===== src/logic/wdt_pkg.sv =====
package wdt_pkg;
    // Control register field positions.
    localparam int CTL_W          = 8;
    localparam int BIT_CE         = 4;
    localparam int BIT_EN         = 3;
    localparam int SEL_W          = 3;
    localparam int SEL_LSB        = 0;
    localparam logic [2:0] SEL_RST = 3'h0;
    // Timeout counts per period select code.
    localparam int BASE_CYCLES    = 16384;
    localparam int MAX_CYCLES     = 2097152;
    localparam int CNT_W          = 22;
    // Change window length in system clocks.
    localparam int WIN_CYCLES     = 4;
    localparam logic [2:0] WIN_LOAD = 3'h4;
    localparam int SYNC_W         = 2;
    typedef enum logic [1:0] {LVL0, LVL1, LVL2} wdt_level_t;
endpackage : wdt_pkg


===== src/logic/wdt_cfg_if.sv =====
`timescale 1ns/10ps
interface wdt_cfg_if;
    logic       tick;
    logic       run;
    logic       restart;
    logic [2:0] sel;
    logic       expire;
    modport ctl (output run, output restart, output sel, output tick, input expire);
    modport cnt (input run, input restart, input sel, input tick, output expire);
endinterface : wdt_cfg_if


===== src/logic/wdt_counter.sv =====
`timescale 1ns/10ps
module wdt_counter
    import wdt_pkg::*;
(
    // Clock and reset.
    input  wire logic clock,
    input  wire logic rst_b,
    // Control from the main module.
    wdt_cfg_if.cnt    cfg
);
    logic [CNT_W-1:0] cnt_q;
    logic [CNT_W-1:0] limit;
    logic             expire_q;
    logic             hit;

    assign limit = (CNT_W'(BASE_CYCLES) << cfg.sel) - CNT_W'(1); // [RULE1]
    assign hit   = cfg.tick && (cnt_q >= limit);
    assign cfg.expire = expire_q;

    always_ff @(posedge clock or negedge rst_b) begin
        if (!rst_b) begin
            cnt_q <= '0;
        end else if (!cfg.run || cfg.restart || hit) begin
            cnt_q <= '0; // [RULE14]
        end else if (cfg.tick) begin
            cnt_q <= cnt_q + CNT_W'(1);
        end
    end

    always_ff @(posedge clock or negedge rst_b) begin
        if (!rst_b) begin
            expire_q <= 1'b0;
        end else begin
            expire_q <= cfg.run && !cfg.restart && hit; // [RULE15]
        end
    end
endmodule : wdt_counter


===== src/logic/wdt_top.sv =====
`timescale 1ns/10ps
// Functional notes
// RULE1: While enabled the timeout is 16384 oscillator cycles doubled for each select code step.
// RULE2: Level 0 starts disabled and a plain write of enable one turns it on.
// RULE3: Level 0 takes a new period select on any write.
// RULE4: Level 0 disabling needs change-enable and enable set together, then enable cleared.
// RULE5: Level 1 starts disabled and a plain write of enable one turns it on.
// RULE6: Level 1 rejects period change or disable unless made through the timed sequence.
// RULE7: Software opens the level 1 sequence by writing change-enable and enable both one.
// RULE8: In level 1 the second write within four clocks applies enable and period.
// RULE9: Level 2 is always enabled and enable always reads one.
// RULE10: Software opens the level 2 sequence by writing change-enable and enable both one.
// RULE11: In level 2 the second write within four clocks applies the period only.
// RULE12: Fuses pick level 1 when unprogrammed, 2 with always-on, 0 with only compat.
// RULE13: Hardware clears change-enable four clocks after it is written one.
// RULE14: The counter restarts on the restart instruction, while disabled, and on reset.
// RULE15: An expired period gives a reset pulse of one system clock.
// RULE16: A protected change outside the window leaves enable and period unchanged.
module wdt_top
    import wdt_pkg::*;
(
    // Clock and reset.
    input  wire logic              clock,
    input  wire logic              rst_b,
    // Watchdog oscillator, unsynchronised.
    input  wire logic              dog_osc,
    // Fuses, programmed is high.
    input  wire logic              always_on_fuse,
    input  wire logic              compat_mode_fuse,
    // Control register port.
    input  wire logic              ctl_wr,
    input  wire logic [CTL_W-1:0]  ctl_wdata,
    input  wire logic              dog_restart_instr,
    output logic      [CTL_W-1:0]  dog_control_reg,
    // Reset request.
    output logic                   dog_reset
);
    wdt_cfg_if cfg ();

    logic [SYNC_W-1:0] osc_sync_q;
    logic              osc_last_q;
    logic [1:0]        fuse_s1_q;
    logic [1:0]        fuse_s2_q;
    logic [1:0]        fuse_vld_q;
    wdt_level_t        level_q;
    logic              lvl_ok_q;
    logic              en_q;
    logic              en_d;
    logic [2:0]        sel_q;
    logic [2:0]        sel_d;
    logic [2:0]        win_q;
    logic [2:0]        win_d;
    logic              ce_q;
    logic              ce_d;
    logic              reset_q;
    logic              w_ce;
    logic              w_en;
    logic [2:0]        w_sel;
    logic              open_wr;
    logic              in_win;
    logic              en_eff;
    wdt_level_t        level_d;

    assign w_ce    = ctl_wdata[BIT_CE];
    assign w_en    = ctl_wdata[BIT_EN];
    assign w_sel   = ctl_wdata[SEL_LSB +: SEL_W];
    assign open_wr = ctl_wr && w_ce && w_en; // [RULE7] [RULE10]
    assign in_win  = ce_q && (win_q != 3'h0);

    assign level_d = fuse_s2_q[1] ? LVL2 : (fuse_s2_q[0] ? LVL0 : LVL1); // [RULE12]
    assign en_eff  = (level_q == LVL2) || en_q; // [RULE9]

    // Next enable: setting is always free, clearing needs an open window.
    assign en_d = !ctl_wr ? en_q :
                  w_ce ? (en_q || w_en) :
                  w_en ? 1'b1 :                              // [RULE2] [RULE5]
                  (in_win ? 1'b0 : en_q);                    // [RULE4] [RULE6] [RULE8] [RULE16]

    assign sel_d = !ctl_wr ? sel_q :
                   (level_q == LVL0) ? w_sel :               // [RULE3]
                   (!w_ce && in_win) ? w_sel : sel_q;        // [RULE6] [RULE8] [RULE11] [RULE16]

    // Change-enable self clears when the window count runs out.
    // Only change-enable and enable written together open it; any other write inside closes it.
    assign win_d = open_wr ? WIN_LOAD :
                   (ctl_wr && in_win) ? 3'h0 :
                   (win_q != 3'h0) ? win_q - 3'h1 : 3'h0;    // [RULE13]
    assign ce_d  = open_wr ? 1'b1 : (win_d != 3'h0);

    // One tick per rising edge of the synchronised oscillator.
    assign cfg.tick    = osc_sync_q[1] && !osc_last_q;
    assign cfg.run     = lvl_ok_q && en_eff;
    assign cfg.restart = dog_restart_instr; // [RULE14]
    assign cfg.sel     = sel_q;

    always_ff @(posedge clock or negedge rst_b) begin
        if (!rst_b) begin
            osc_sync_q <= '0;
            osc_last_q <= 1'b0;
            fuse_s1_q  <= 2'h0;
            fuse_s2_q  <= 2'h0;
        end else begin
            osc_sync_q <= {osc_sync_q[0], dog_osc};
            osc_last_q <= osc_sync_q[1];
            fuse_s1_q  <= {always_on_fuse, compat_mode_fuse};
            fuse_s2_q  <= fuse_s1_q;
        end
    end

    // The second fuse stage holds valid data two edges after release.
    // The level is frozen on the third edge so that a half-settled fuse never picks it.
    always_ff @(posedge clock or negedge rst_b) begin
        if (!rst_b) begin
            fuse_vld_q <= 2'h0;
            level_q    <= LVL1;
            lvl_ok_q   <= 1'b0;
        end else if (!lvl_ok_q) begin
            fuse_vld_q <= {fuse_vld_q[0], 1'b1};
            if (fuse_vld_q[1]) begin
                level_q  <= level_d; // [RULE12]
                lvl_ok_q <= 1'b1;
            end
        end
    end

    always_ff @(posedge clock or negedge rst_b) begin
        if (!rst_b) begin
            en_q  <= 1'b0;
            sel_q <= SEL_RST;
            win_q <= 3'h0;
            ce_q  <= 1'b0;
        end else if (lvl_ok_q) begin
            en_q  <= en_d;
            sel_q <= sel_d;
            win_q <= win_d;
            ce_q  <= ce_d;
        end
    end

    always_ff @(posedge clock or negedge rst_b) begin
        if (!rst_b) begin
            reset_q         <= 1'b0;
            dog_control_reg <= '0;
        end else begin
            reset_q         <= cfg.expire; // [RULE15]
            dog_control_reg <= {3'h0, ce_q, en_eff, sel_q}; // [RULE9]
        end
    end
    assign dog_reset = reset_q;

    wdt_counter u_counter (
        .clock (clock),
        .rst_b (rst_b),
        .cfg   (cfg)
    );
endmodule : wdt_top


===== config.mk =====
export PLATFORM = sky130hd
export DESIGN_NAME = wdt_top
export DESIGN_NICKNAME = d
export VERILOG_FILES = /design/src/logic/wdt_pkg.sv /design/src/logic/wdt_cfg_if.sv /design/src/logic/wdt_counter.sv /design/src/logic/wdt_top.sv
export SDC_FILE = /design/constraint.sdc
export NUM_CORES = 1
export LEC_CHECK = 0
export BUFFER_PORTS_ARGS = -buffer_cell sky130_fd_sc_hd__buf_2
export CAP_MARGIN = 20
export CELL_PAD_IN_SITES_DETAIL_PLACEMENT = 0
export CELL_PAD_IN_SITES_GLOBAL_PLACEMENT = 1
export CORE_UTILIZATION = 30
export CTS_CLUSTER_SIZE = 10
export DETAILED_ROUTE_END_ITERATION = 12
export PLACE_DENSITY_LB_ADDON = 0.1
export SKIP_CTS_REPAIR_TIMING = 1
export SLEW_MARGIN = 10
export SYNTH_ARGS = -nofsm -noshare
export SYNTH_HDL_FRONTEND = slang
export SYNTH_SLANG_ARGS = --single-unit

===== constraint.sdc =====
create_clock -name clock -period 2.2 [get_ports clock]
set_input_delay 0.33 -clock clock [delete_from_list [all_inputs] [get_ports clock]]
set_output_delay 0.33 -clock clock [all_outputs]
set_load 0.01 [all_outputs]

# Yosys cells after proc, flatten, opt, wreduce, memory -nomap -nowiden
# Index checks and enable logic that the tools add are counted.
# op_classes
n_bitwise	1
mux	15
order_cmp	1
n_reduce_logical	27
shifts	1
n_addsub	3
eq_ne	1
# op_table
cell	n
$mux W22	2
$add A22 B1 Y22 const B	1
$ge A22 B22 Y1	1
$shl A15 B3 Y22 const A	1
$sub A22 B2 Y22 const B	1
$mux W3	5
$logic_and A1 B1 Y1	10
$reduce_bool A3 Y1	3
$mux W1	7
$reduce_and A3 Y1	2
$logic_not A1 Y1	4
$logic_or A1 B1 Y1	4
$reduce_bool A2 Y1	2
$sub A3 B1 Y3 const B	1
$eq A2 B2 Y1 const B	1
$logic_not A2 Y1	1
$mux W2	1
$reduce_and A2 Y1	1
$not A1 Y1	1
# totals
regBits	49
elab_cells	64

# Logic depth before layout (Yosys ltp)
# Gate-level depths: netlist of run 1.
# logic_depth
word_depth	7
depth_mapped	8
depth_no_buf	7

# By module
# A second synthesis of run 1 with hierarchy kept.
# hier_totals
hier_cells	220
area_unflattened_um2	2392.3
# modules_own_cells
mod	area_per_inst_um2	instances	cells_per_inst
wdt_counter	1400.1	1	145
wdt_top	992.2	1	75

# Least setup slack after synthesis of run 1
# OpenSTA, ideal clock, no wires.
# synth_timing
kind	flip-flop to flip-flop
startpoint	reg sel_q[2], in the netlist cfg.sel[2]
endpoint	reg u_counter.cnt_q[10]
required_time_ns	2.129
path_buffers	1
synth_period_minus_slack_ns	1.762
t_arrival_ns	1.691
stages_incl_launch_ff	9
setup_slack_ns	0.438
setup_time_ns	0.071
cell_sequence	dfrtp_1 > nand3_1 > ha_1 > a21oi_1 > a21boi_0 > o21ai_0 > nand4_2 > buf_6 > nor2_1
# synth_via
elab_chain_cells	6
elab_cells_between_ends	7
# synth_lines
item	line	rtl
start: declaration	wdt_top.sv:49	logic [2:0] sel_q;
start signal: assignment	wdt_top.sv:134	sel_q <= sel_d;
$shl A15 B3 Y22 (*)	wdt_counter.sv:16	assign limit = (CNT_W'(BASE_CYCLES) << cfg.sel) - CNT_W'(1);
$sub A22 B2 Y22 (*)	wdt_counter.sv:16	
$ge A22 B22 Y1 (*)	wdt_counter.sv:17	assign hit = cfg.tick && (cnt_q >= limit);
$logic_and A1 B1 Y1 (*)	wdt_counter.sv:17	
$logic_or A1 B1 Y1 (*)	wdt_counter.sv:23	end else if (!cfg.run || cfg.restart || hit) begin
$mux W22 or $reduce_bool A2 Y1 (tied branches)	--	
end signal: assignment	wdt_counter.sv:26	cnt_q <= cnt_q + CNT_W'(1);
end: declaration	wdt_counter.sv:11	logic [CNT_W-1:0] cnt_q;
# Every way passes the cells marked *; elsewhere a longest branch is shown, timed or not.
# A chain may end at the register's enable or synchronous reset.

# Worst setup path after layout of run 1
# layout_timing
startpoint	reg sel_q[0], in the netlist cfg.sel[0]
endpoint	reg u_counter.cnt_q[9]
# The elaborated chain is that of the path after synthesis.

==> results of run 1 <==
## final timing paths
check | depth (start not counted) | to | startpoint | slack [ns]
worst max-delay path | 8 | u_counter.cnt_q[9] | cfg.sel[0] | 0.30
worst min-delay path | 1 | u_counter.cfg.expire | rst_b | 0.03
worst max register to register | 8 | u_counter.cnt_q[9] | cfg.sel[0] | 0.30
worst min register to register | 0 | osc_sync_q[1] | osc_sync_q[0] | 0.35
max in group asynchronous | 2 | cfg.sel[1] | rst_b | 1.61
min in group clock | 1 | osc_sync_q[0] | dog_osc | 0.13
## metrics by stage
stage	setup WS, ns	cell area, um2	std cells
2_1_floorplan	0.438	2420	233
3_3_place_gp	0.188	2640	349
3_5_place_dp	0.131	2640	349
4_1_cts	0.106	2760	357
5_1_grt	0.0412	2760	357
6_report	0.301	2760	357
## kinds of logic (layout without fill, tap and decap cells)
| logic type | after synthesis | after routing |
|---|---|---|
| other | 2 | 4 |
| xor gates and xnor gates | 20 | 20 |
| and+or+nand+nor | 103 | 103 |
| AOI/OAI and AO/OA | 24 | 24 |
| muxes | 7 | 7 |
| buffers and inverters | 15 | 37 |
| DFF | 49 | 49 |
| adders and majority gates | 11 | 11 |
## cells in the mapped netlist (2+ instances only)
library cell               number  share of area, %
sky130_fd_sc_hd__o211ai_1       2              0.62
sky130_fd_sc_hd__nand2_1       16               2.5
sky130_fd_sc_hd__and3_1         2              0.52
sky130_fd_sc_hd__o21ai_0        6               1.2
sky130_fd_sc_hd__buf_4          3              0.93
sky130_fd_sc_hd__and2_1         2              0.52
sky130_fd_sc_hd__nand4_1       15               3.9
sky130_fd_sc_hd__nor2b_1        3              0.78
sky130_fd_sc_hd__xor2_1        17               6.2
sky130_fd_sc_hd__inv_1          7               1.1
sky130_fd_sc_hd__nor3_1         4              0.83
sky130_fd_sc_hd__nand2b_1       4               1.0
sky130_fd_sc_hd__conb_1         2              0.31
sky130_fd_sc_hd__ha_1          11               5.7
sky130_fd_sc_hd__o21a_1         2              0.62
sky130_fd_sc_hd__buf_6          2              0.93
sky130_fd_sc_hd__nand3_1       12               2.5
sky130_fd_sc_hd__clkbuf_1       2              0.31
sky130_fd_sc_hd__mux2_2         5               2.3
sky130_fd_sc_hd__xnor2_1        3               1.1
sky130_fd_sc_hd__dfrtp_1       48                50
sky130_fd_sc_hd__nor2_1        31               4.8
sky130_fd_sc_hd__nand4_2        2               1.0
sky130_fd_sc_hd__o22ai_1        2              0.52
sky130_fd_sc_hd__mux2i_1        2              0.83
sky130_fd_sc_hd__a21oi_1        6               1.2
sky130_fd_sc_hd__or2_2          2              0.52
## critical path, stage by stage, from the launching register on
cell and delay [ns]:
sky130_fd_sc_hd__dfrtp_1 0.44, sky130_fd_sc_hd__nand3_1 0.10, sky130_fd_sc_hd__ha_1 0.32, sky130_fd_sc_hd__nand4_1 0.16, sky130_fd_sc_hd__nor3_1 0.27, sky130_fd_sc_hd__o21ai_1 0.13, sky130_fd_sc_hd__nand4_2 0.13, sky130_fd_sc_hd__buf_12 0.16
sky130_fd_sc_hd__nor2_1 0.06
## power breakdown
part,switching (W),total [W],internal (W)
Sequential,0.0000720,0.00107,0.000995
Combinational,0.000222,0.000392,0.000170
Clock,0.000303,0.000673,0.000370
## layout by cell type (no fill, tap or decap), types with 2 or more instances in the layout
master	instances
sky130_fd_sc_hd__dfrtp_2	2
sky130_fd_sc_hd__o21a_1	2
sky130_fd_sc_hd__buf_12	2
sky130_fd_sc_hd__inv_1	7
sky130_fd_sc_hd__and2_1	2
sky130_fd_sc_hd__or2_2	2
sky130_fd_sc_hd__nand2_1	16
sky130_fd_sc_hd__nor2_1	31
sky130_fd_sc_hd__nor3_1	4
sky130_fd_sc_hd__mux2i_1	2
sky130_fd_sc_hd__clkbuf_8	6
sky130_fd_sc_hd__conb_1	4
sky130_fd_sc_hd__a21oi_1	6
sky130_fd_sc_hd__xor2_1	17
sky130_fd_sc_hd__nand4_1	15
sky130_fd_sc_hd__nand4_2	2
sky130_fd_sc_hd__and3_1	2
sky130_fd_sc_hd__o21ai_0	5
sky130_fd_sc_hd__xnor2_1	3
sky130_fd_sc_hd__dfrtp_1	46
sky130_fd_sc_hd__buf_4	3
sky130_fd_sc_hd__nand2b_1	4
sky130_fd_sc_hd__ha_1	11
sky130_fd_sc_hd__buf_2	17
sky130_fd_sc_hd__o211ai_1	2
sky130_fd_sc_hd__nor2b_1	3
sky130_fd_sc_hd__mux2_2	5
sky130_fd_sc_hd__o22ai_1	2
sky130_fd_sc_hd__nand3_1	12
## per-layer routing
layer,routed length [um],global-route usage [%]
met1,2400,17.4
met2,2100,19.2
met3,101,2.74
met4,57,3.97
met5,0,0
## area by class of cell
cell class	count	area, um2	share of cell area (%)
flip-flops and latches	49	1230	44.6
multi-input cells	169	1110	40.1
well taps	102	128	4.63
clock inverters	2	37.5	1.36
repair buffers	22	148	5.35
inverters	7	26.3	0.953
clock buffers	6	82.6	2.99
==> load_flow_metrics.sql, run 1 <==
INSERT INTO impl_metrics (metric_group, metric, value, unit) VALUES
('synth', 'syn_area_per_cell', '10.4', 'um2'),
('grt', 'maximum_number_of_pins_on_one_net_before_global_route_repair', '26', ''),
('worst_hold_path', 'worstHoldPathType', 'input pin to asynchronous set/reset pin', ''),
('cts', 'clock-root-buffer', 'sky130_fd_sc_hd__clkbuf_8', ''),
('pwr', 'total_power', '0.00213', 'W'),
('grt', 'grt.total_usage', '12.4', '%'),
('sta', 'worst_slew_margin_rel', '58.9', '%'),
('critical_path', 'critical_path.startpoint_type', 'register', ''),
('die', 'floorplan.rows', '32', ''),
('cts', 'clk_pin_slew', '0.09', 'ns'),
('drt', 'routed_wire_length_per_instance', '13.1', 'um'),
('synth', 'synth-compound-area-share', '6.23', '%'),
('cts', 'cts_made_buffers', '5', ''),
('cts', 'clock_sink_count', '49', ''),
('cts', 'insertion_delay', '0.30', 'ns'),
('drt', 'drt_first_pass_iters', '4', ''),
('drt', 'wl', '4660', 'um'),
('synth', 'ys_seq_area_share', '50.9', '%'),
('sta', 'tns', '0', 'ns'),
('synth', 'synth_seq_cells', '49', ''),
('grt', 'vias_in_the_first_global_route', '1633', ''),
('pwr', 'cellLeakagePower', '1.20', 'nW'),
('die', 'floorplan.initialDensity', '31.0', '%'),
('critical_path', 'critPathCaptureType', 'register', ''),
('die', 'die_w', '91.6', 'um'),
('synth', 'synth-simple-area-share', '22.9', '%'),
('placed_design', 'place.port_buffers', '17', ''),
('layout', 'syn_to_final_growth', '14.4', '%'),
('layout', 'finalCoreUtilization', '35.5', '%'),
('drt', 'antenna_violating_nets_post_route', '0', ''),
('die', 'die_footprint', '8400', 'um2'),
('drt', 'vias_per_cell', '4.64', ''),
('synth', 'count_of_flip_flops_with_a_built_in_enable_after_synthesis', '0', ''),
('cts', 'cts-root-to-sink-buffers', '2', ''),
('drt', 'route.detailed.drc', '0', ''),
('critical_path', 'cp_max_fo', '20', ''),
('sta', 'worst_slew_pin_slew', '0.616', 'ns'),
('placed_design', 'dpl.hpwl', '3360', 'um'),
('die', 'num_io_pins', '24', ''),
('outcome', 'status', 'complete, no violations', ''),
('cts', 'htree_levels', '2', ''),
('sta', 'timing.final.crit_period', '1.90', 'ns'),
('critical_path', 'worstPathRequired', '2.39', 'ns'),
('sta', 'finClkSkew', '0.00876', 'ns'),
('synth', 'instance_count_of_the_mapped_netlist', '231', ''),
('synth', 'synth-warning-count', '0', ''),
('die', 'die_height', '91.6', 'um'),
('sta', 'report.final.setup_viol', '0', ''),
('sta', 'fin_max_slew_vios', '0', ''),
('placed_design', 'gp_congestion', '0.683', ''),
('sta', 'maxClockFrequency', '0.527', 'GHz'),
('sta', 'grt_setup_unrepaired', 'false', ''),
('drt', 'detail_route.iter0.violations', '80', ''),
('critical_path', 'critical_path_arrival', '2.09', 'ns'),
('layout', 'diodes', '0', ''),
('layout', 'fillers', '802', ''),
('flow_run', 'timing.max_cap.violations', '0', ''),
('die', 'floorplan.core_area', '7770', 'um2'),
('sta', 'holdWs', '0.0319', 'ns'),
('layout', 'largest_register_ffs', '22', ''),
('synth', 'ys_types', '45', ''),
('synth', 'synth_top_flop_cell', 'sky130_fd_sc_hd__dfrtp_1', ''),
('synth', 'synthesis.area', '2410', 'um2'),
('synth', 'ys_async_sr_fraction', '100', '%'),
('sta', 'fin_crit_sh', '86.3', '%'),
('synth', 'dominant_combinational_cell_family_by_area_after_synthesis', 'simple AND/OR/NAND/NOR gates', ''),
('critical_path', 'setup_cp_type', 'register to register', ''),
('grt', 'gr-total-overflow', '0', ''),
('grt', 'antenna_found_initial', '0', ''),
('synth', 'yosys-mux-area-fraction', '3.17', '%'),
('grt', 'grt_pass1_wl', '8120', 'um'),
('layout', 'layout-drive-gt1-share', '18.8', '%'),
('layout', 'layout.nets', '280', ''),
('sta', 'hold_fails_final_rpt', '0', ''),
('pwr', 'cellPowerDensity', '773', 'nW/um2'),
('synth', 'yosys.area_share.adder', '5.71', '%'),
('drt', 'routed-via-count', '1658', ''),
('cts', 'cts_tree', 'built', ''),
('synth', 'synth-xor-area-share', '7.27', '%'),
('pwr', 'maximum_vdd_drop', '0.000384', 'V');
No activity file was read; power rests on OpenSTA's default activity.
==> run 2, diff against run 1 <==
- BUFFER_PORTS_ARGS: -buffer_cell sky130_fd_sc_hd__buf_2 -> unset
- DONT_BUFFER_PORTS: unset -> 1
==> run 2 against run 1 <==
Core utilization fell by 1.2 points. Register-to-register slack worse by 0.07 ns. Via count shrank 4.6%. Wire length increased by 1.0%. Final cell count decreased by 4.5%. Flip-flop and latch count did not move. Sequential share of layout area up 1.5 points. Total power decreased by 6.0%. Hold slack improved by 0.012 ns. Critical endpoint is now u_counter.cnt_q[1]. Largest cell class unchanged. Largest power group unchanged.
==> load_flow_metrics.sql, run 2 (synthesis gave the netlist of run 1 again) <==
INSERT INTO impl_metrics (metric_group, metric, value, unit) VALUES
('outcome', 'status', 'complete, no violations', ''),
('layout', 'syn_to_final_growth', '10.7', '%'),
('layout', 'layout.cells.most_common', 'sky130_fd_sc_hd__dfrtp_1', ''),
('drt', 'vias_per_cell', '4.64', ''),
('drt', 'met2RoutedLength', '2100', 'um'),
('placed_design', 'gp_congestion', '0.724', ''),
('drt', 'wl', '4710', 'um'),
('sta', 'report.final.setup_viol', '0', ''),
('flow_run', 'timing.max_cap.violations', '0', ''),
('critical_path', 'critical_path.startpoint_type', 'register', ''),
('grt', 'antenna_found_initial', '0', ''),
('pwr', 'netSwitchingFraction', '30.1', '%'),
('drt', 'routed_wire_length_per_instance', '13.8', 'um'),
('layout', 'largest_register_ffs', '22', ''),
('sta', 'timing.final.crit_period', '1.97', 'ns'),
('grt', 'grt_pass1_wl', '8180', 'um'),
('layout', 'post_layout_nonfiller_instances', '341', ''),
('die', 'die_height', '91.6', 'um'),
('grt', 'vias_in_the_first_global_route', '1581', ''),
('cts', 'cts-root-to-sink-buffers', '2', ''),
('pwr', 'total_switching_power', '0.000604', 'W'),
('sta', 'finClkSkew', '0.0113', 'ns'),
('critical_path', 'crit_chain', 'nand3_1 > ha_1 > a21oi_1 > a21boi_0 > nor4_1 > a32oi_1 > nor2_1', ''),
('die', 'die_w', '91.6', 'um'),
('cts', 'htree_levels', '2', ''),
('drt', 'dr_wl_met3', '159', 'um'),
('placed_design', 'dp.cells', '331', ''),
('critical_path', 'reg2reg_slack', '0.23', 'ns'),
('die', 'floorplan.initialDensity', '31.0', '%'),
('drt', 'detail_route.iter0.violations', '63', ''),
('critical_path', 'critPathCaptureType', 'register', ''),
('pwr', 'power_report.internal_total', '0.00140', 'W'),
('pwr', 'combinationalPowerShare', '16.9', '%'),
('die', 'floorplan.rows', '32', ''),
('layout', 'diodes', '0', ''),
('pwr', 'maximum_vdd_drop', '0.000297', 'V'),
('drt', 'routed-via-count', '1582', ''),
('sta', 'grt_setup_unrepaired', 'true', ''),
('pwr', 'clock_power_share', '28.8', '%'),
('drt', 'drt_first_pass_iters', '4', ''),
('die', 'floorplan.core_area', '7770', 'um2'),
('pwr', 'p_seq_share', '54.3', '%'),
('drt', 'top_signal_layer_used', 'met4', ''),
('grt', 'grt.total_usage', '12.6', '%'),
('critical_path', 'cpMaxStageDelayCell', 'sky130_fd_sc_hd__dfrtp_1', ''),
('placed_design', 'dpl.hpwl', '3180', 'um'),
('drt', 'antenna_violating_nets_post_route', '0', ''),
('grt', 'maximum_number_of_pins_on_one_net_before_global_route_repair', '50', ''),
('die', 'num_io_pins', '24', ''),
('drt', 'route.detailed.drc', '0', ''),
('critical_path', 'cp_max_fo', '8', ''),
('cts', 'insertion_delay', '0.30', 'ns'),
('layout', 'layout-drive-gt1-share', '12.6', '%'),
('sta', 'tns', '0', 'ns'),
('placed_design', 'place.port_buffers', '0', ''),
('cts', 'clock_sink_count', '49', ''),
('grt', 'gr-total-overflow', '0', ''),
('critical_path', 'critPathMaxStageDelay', '0.46', 'ns'),
('die', 'die_footprint', '8400', 'um2'),
('critical_path', 'critical_path_arrival', '2.21', 'ns'),
('layout', 'most-common-layout-cells', '47 x sky130_fd_sc_hd__dfrtp_1, 31 x sky130_fd_sc_hd__nor2_1, 17 x sky130_fd_sc_hd__xor2_1', ''),
('layout', 'layout.nets', '264', ''),
('sta', 'fin_max_slew_vios', '0', ''),
('cts', 'cts_tree', 'built', ''),
('cts', 'cts_made_buffers', '5', ''),
('worst_hold_path', 'worstHoldPathType', 'input pin to register', ''),
('pwr', 'cellLeakagePower', '1.13', 'nW'),
('pwr', 'cellPowerDensity', '751', 'nW/um2'),
('drt', 'met1Wirelength', '2420', 'um'),
('sta', 'hold_fails_final_rpt', '0', ''),
('sta', 'maxClockFrequency', '0.507', 'GHz'),
('cts', 'clk_pin_slew', '0.10', 'ns'),
('sta', 'fin_crit_sh', '89.6', '%'),
('critical_path', 'setup_cp_type', 'register to register', ''),
('critical_path', 'worstPathRequired', '2.44', 'ns'),
('cts', 'clock-root-buffer', 'sky130_fd_sc_hd__clkbuf_8', '');
==> run 2: cell type report <==
class	count	area (um2)
inverters	7	26.3
flip-flops and latches	49	1230
clock inverters	2	16.3
clock buffers	6	82.6
multi-input cells	169	1110
well taps	102	128
repair buffers	6	80.1
fillers	826	5100
==> run 2: per-layer routing <==
| metal | global-route usage (%) | up-vias |
|---|---|---|
| li1 | - | 809 |
| met1 | 17.9 | 756 |
| met2 | 18.9 | 15 |
| met3 | 3.07 | 2 |
| met4 | 3.57 | 0 |
| met5 | 0 | - |
==> run 2: worst paths after layout <==
path,from,endpoint,cells past startpoint
setup / recovery,cfg.sel[1],u_counter.cnt_q[1],7
hold / removal,always_on_fuse,fuse_s1_q[1],0
setup reg to reg,cfg.sel[1],u_counter.cnt_q[1],7
hold reg to reg,fuse_s1_q[1],fuse_s2_q[1],0
max in group asynchronous,rst_b,level_q[0],2
min in group asynchronous,rst_b,win_q[0],2
==> run 2: critical path, delay by kind of cell (launching register included) <==
| family | cells | cell delay [ns] |
|---|---|---|
| flip-flops | 1 | 0.46 |
| adder cells (fa/ha/maj) | 1 | 0.33 |
| AND/OR/NAND/NOR | 3 | 0.65 |
| AO/OA/AOI/OAI | 3 | 0.47 |
==> run 2: stage by stage <==
step                      power [W]  hold WS [ns]  setup WS, ns  instance area (um2)  utilization, %
final                       0.00200        0.0443         0.229                 2670            34.3
after global routing        0.00214        0.0199       -0.0137                 2670            34.3
after CTS                   0.00202        -0.307        0.0969                 2630            33.8
after detailed placement    0.00143        0.0373         0.141                 2530            32.6
after global placement      0.00143        0.0367         0.161                 2530            32.6
after floorplan             0.00134        0.0344         0.438                 2420               -
==> run 2: power groups by stage <==
| stage | Combinational [W] | Sequential, W | Clock (W) |
|---|---|---|---|
| 4_1_cts | 0.000321 | 0.00109 | 0.000613 |
| 2_1_floorplan | 0.000259 | 0.00108 | 0 |
| 5_1_grt | 0.000388 | 0.00111 | 0.000640 |
| 3_5_place_dp | 0.000320 | 0.00111 | 0 |
| 6_report | 0.000339 | 0.00109 | 0.000577 |
| 3_3_place_gp | 0.000322 | 0.00111 | 0 |
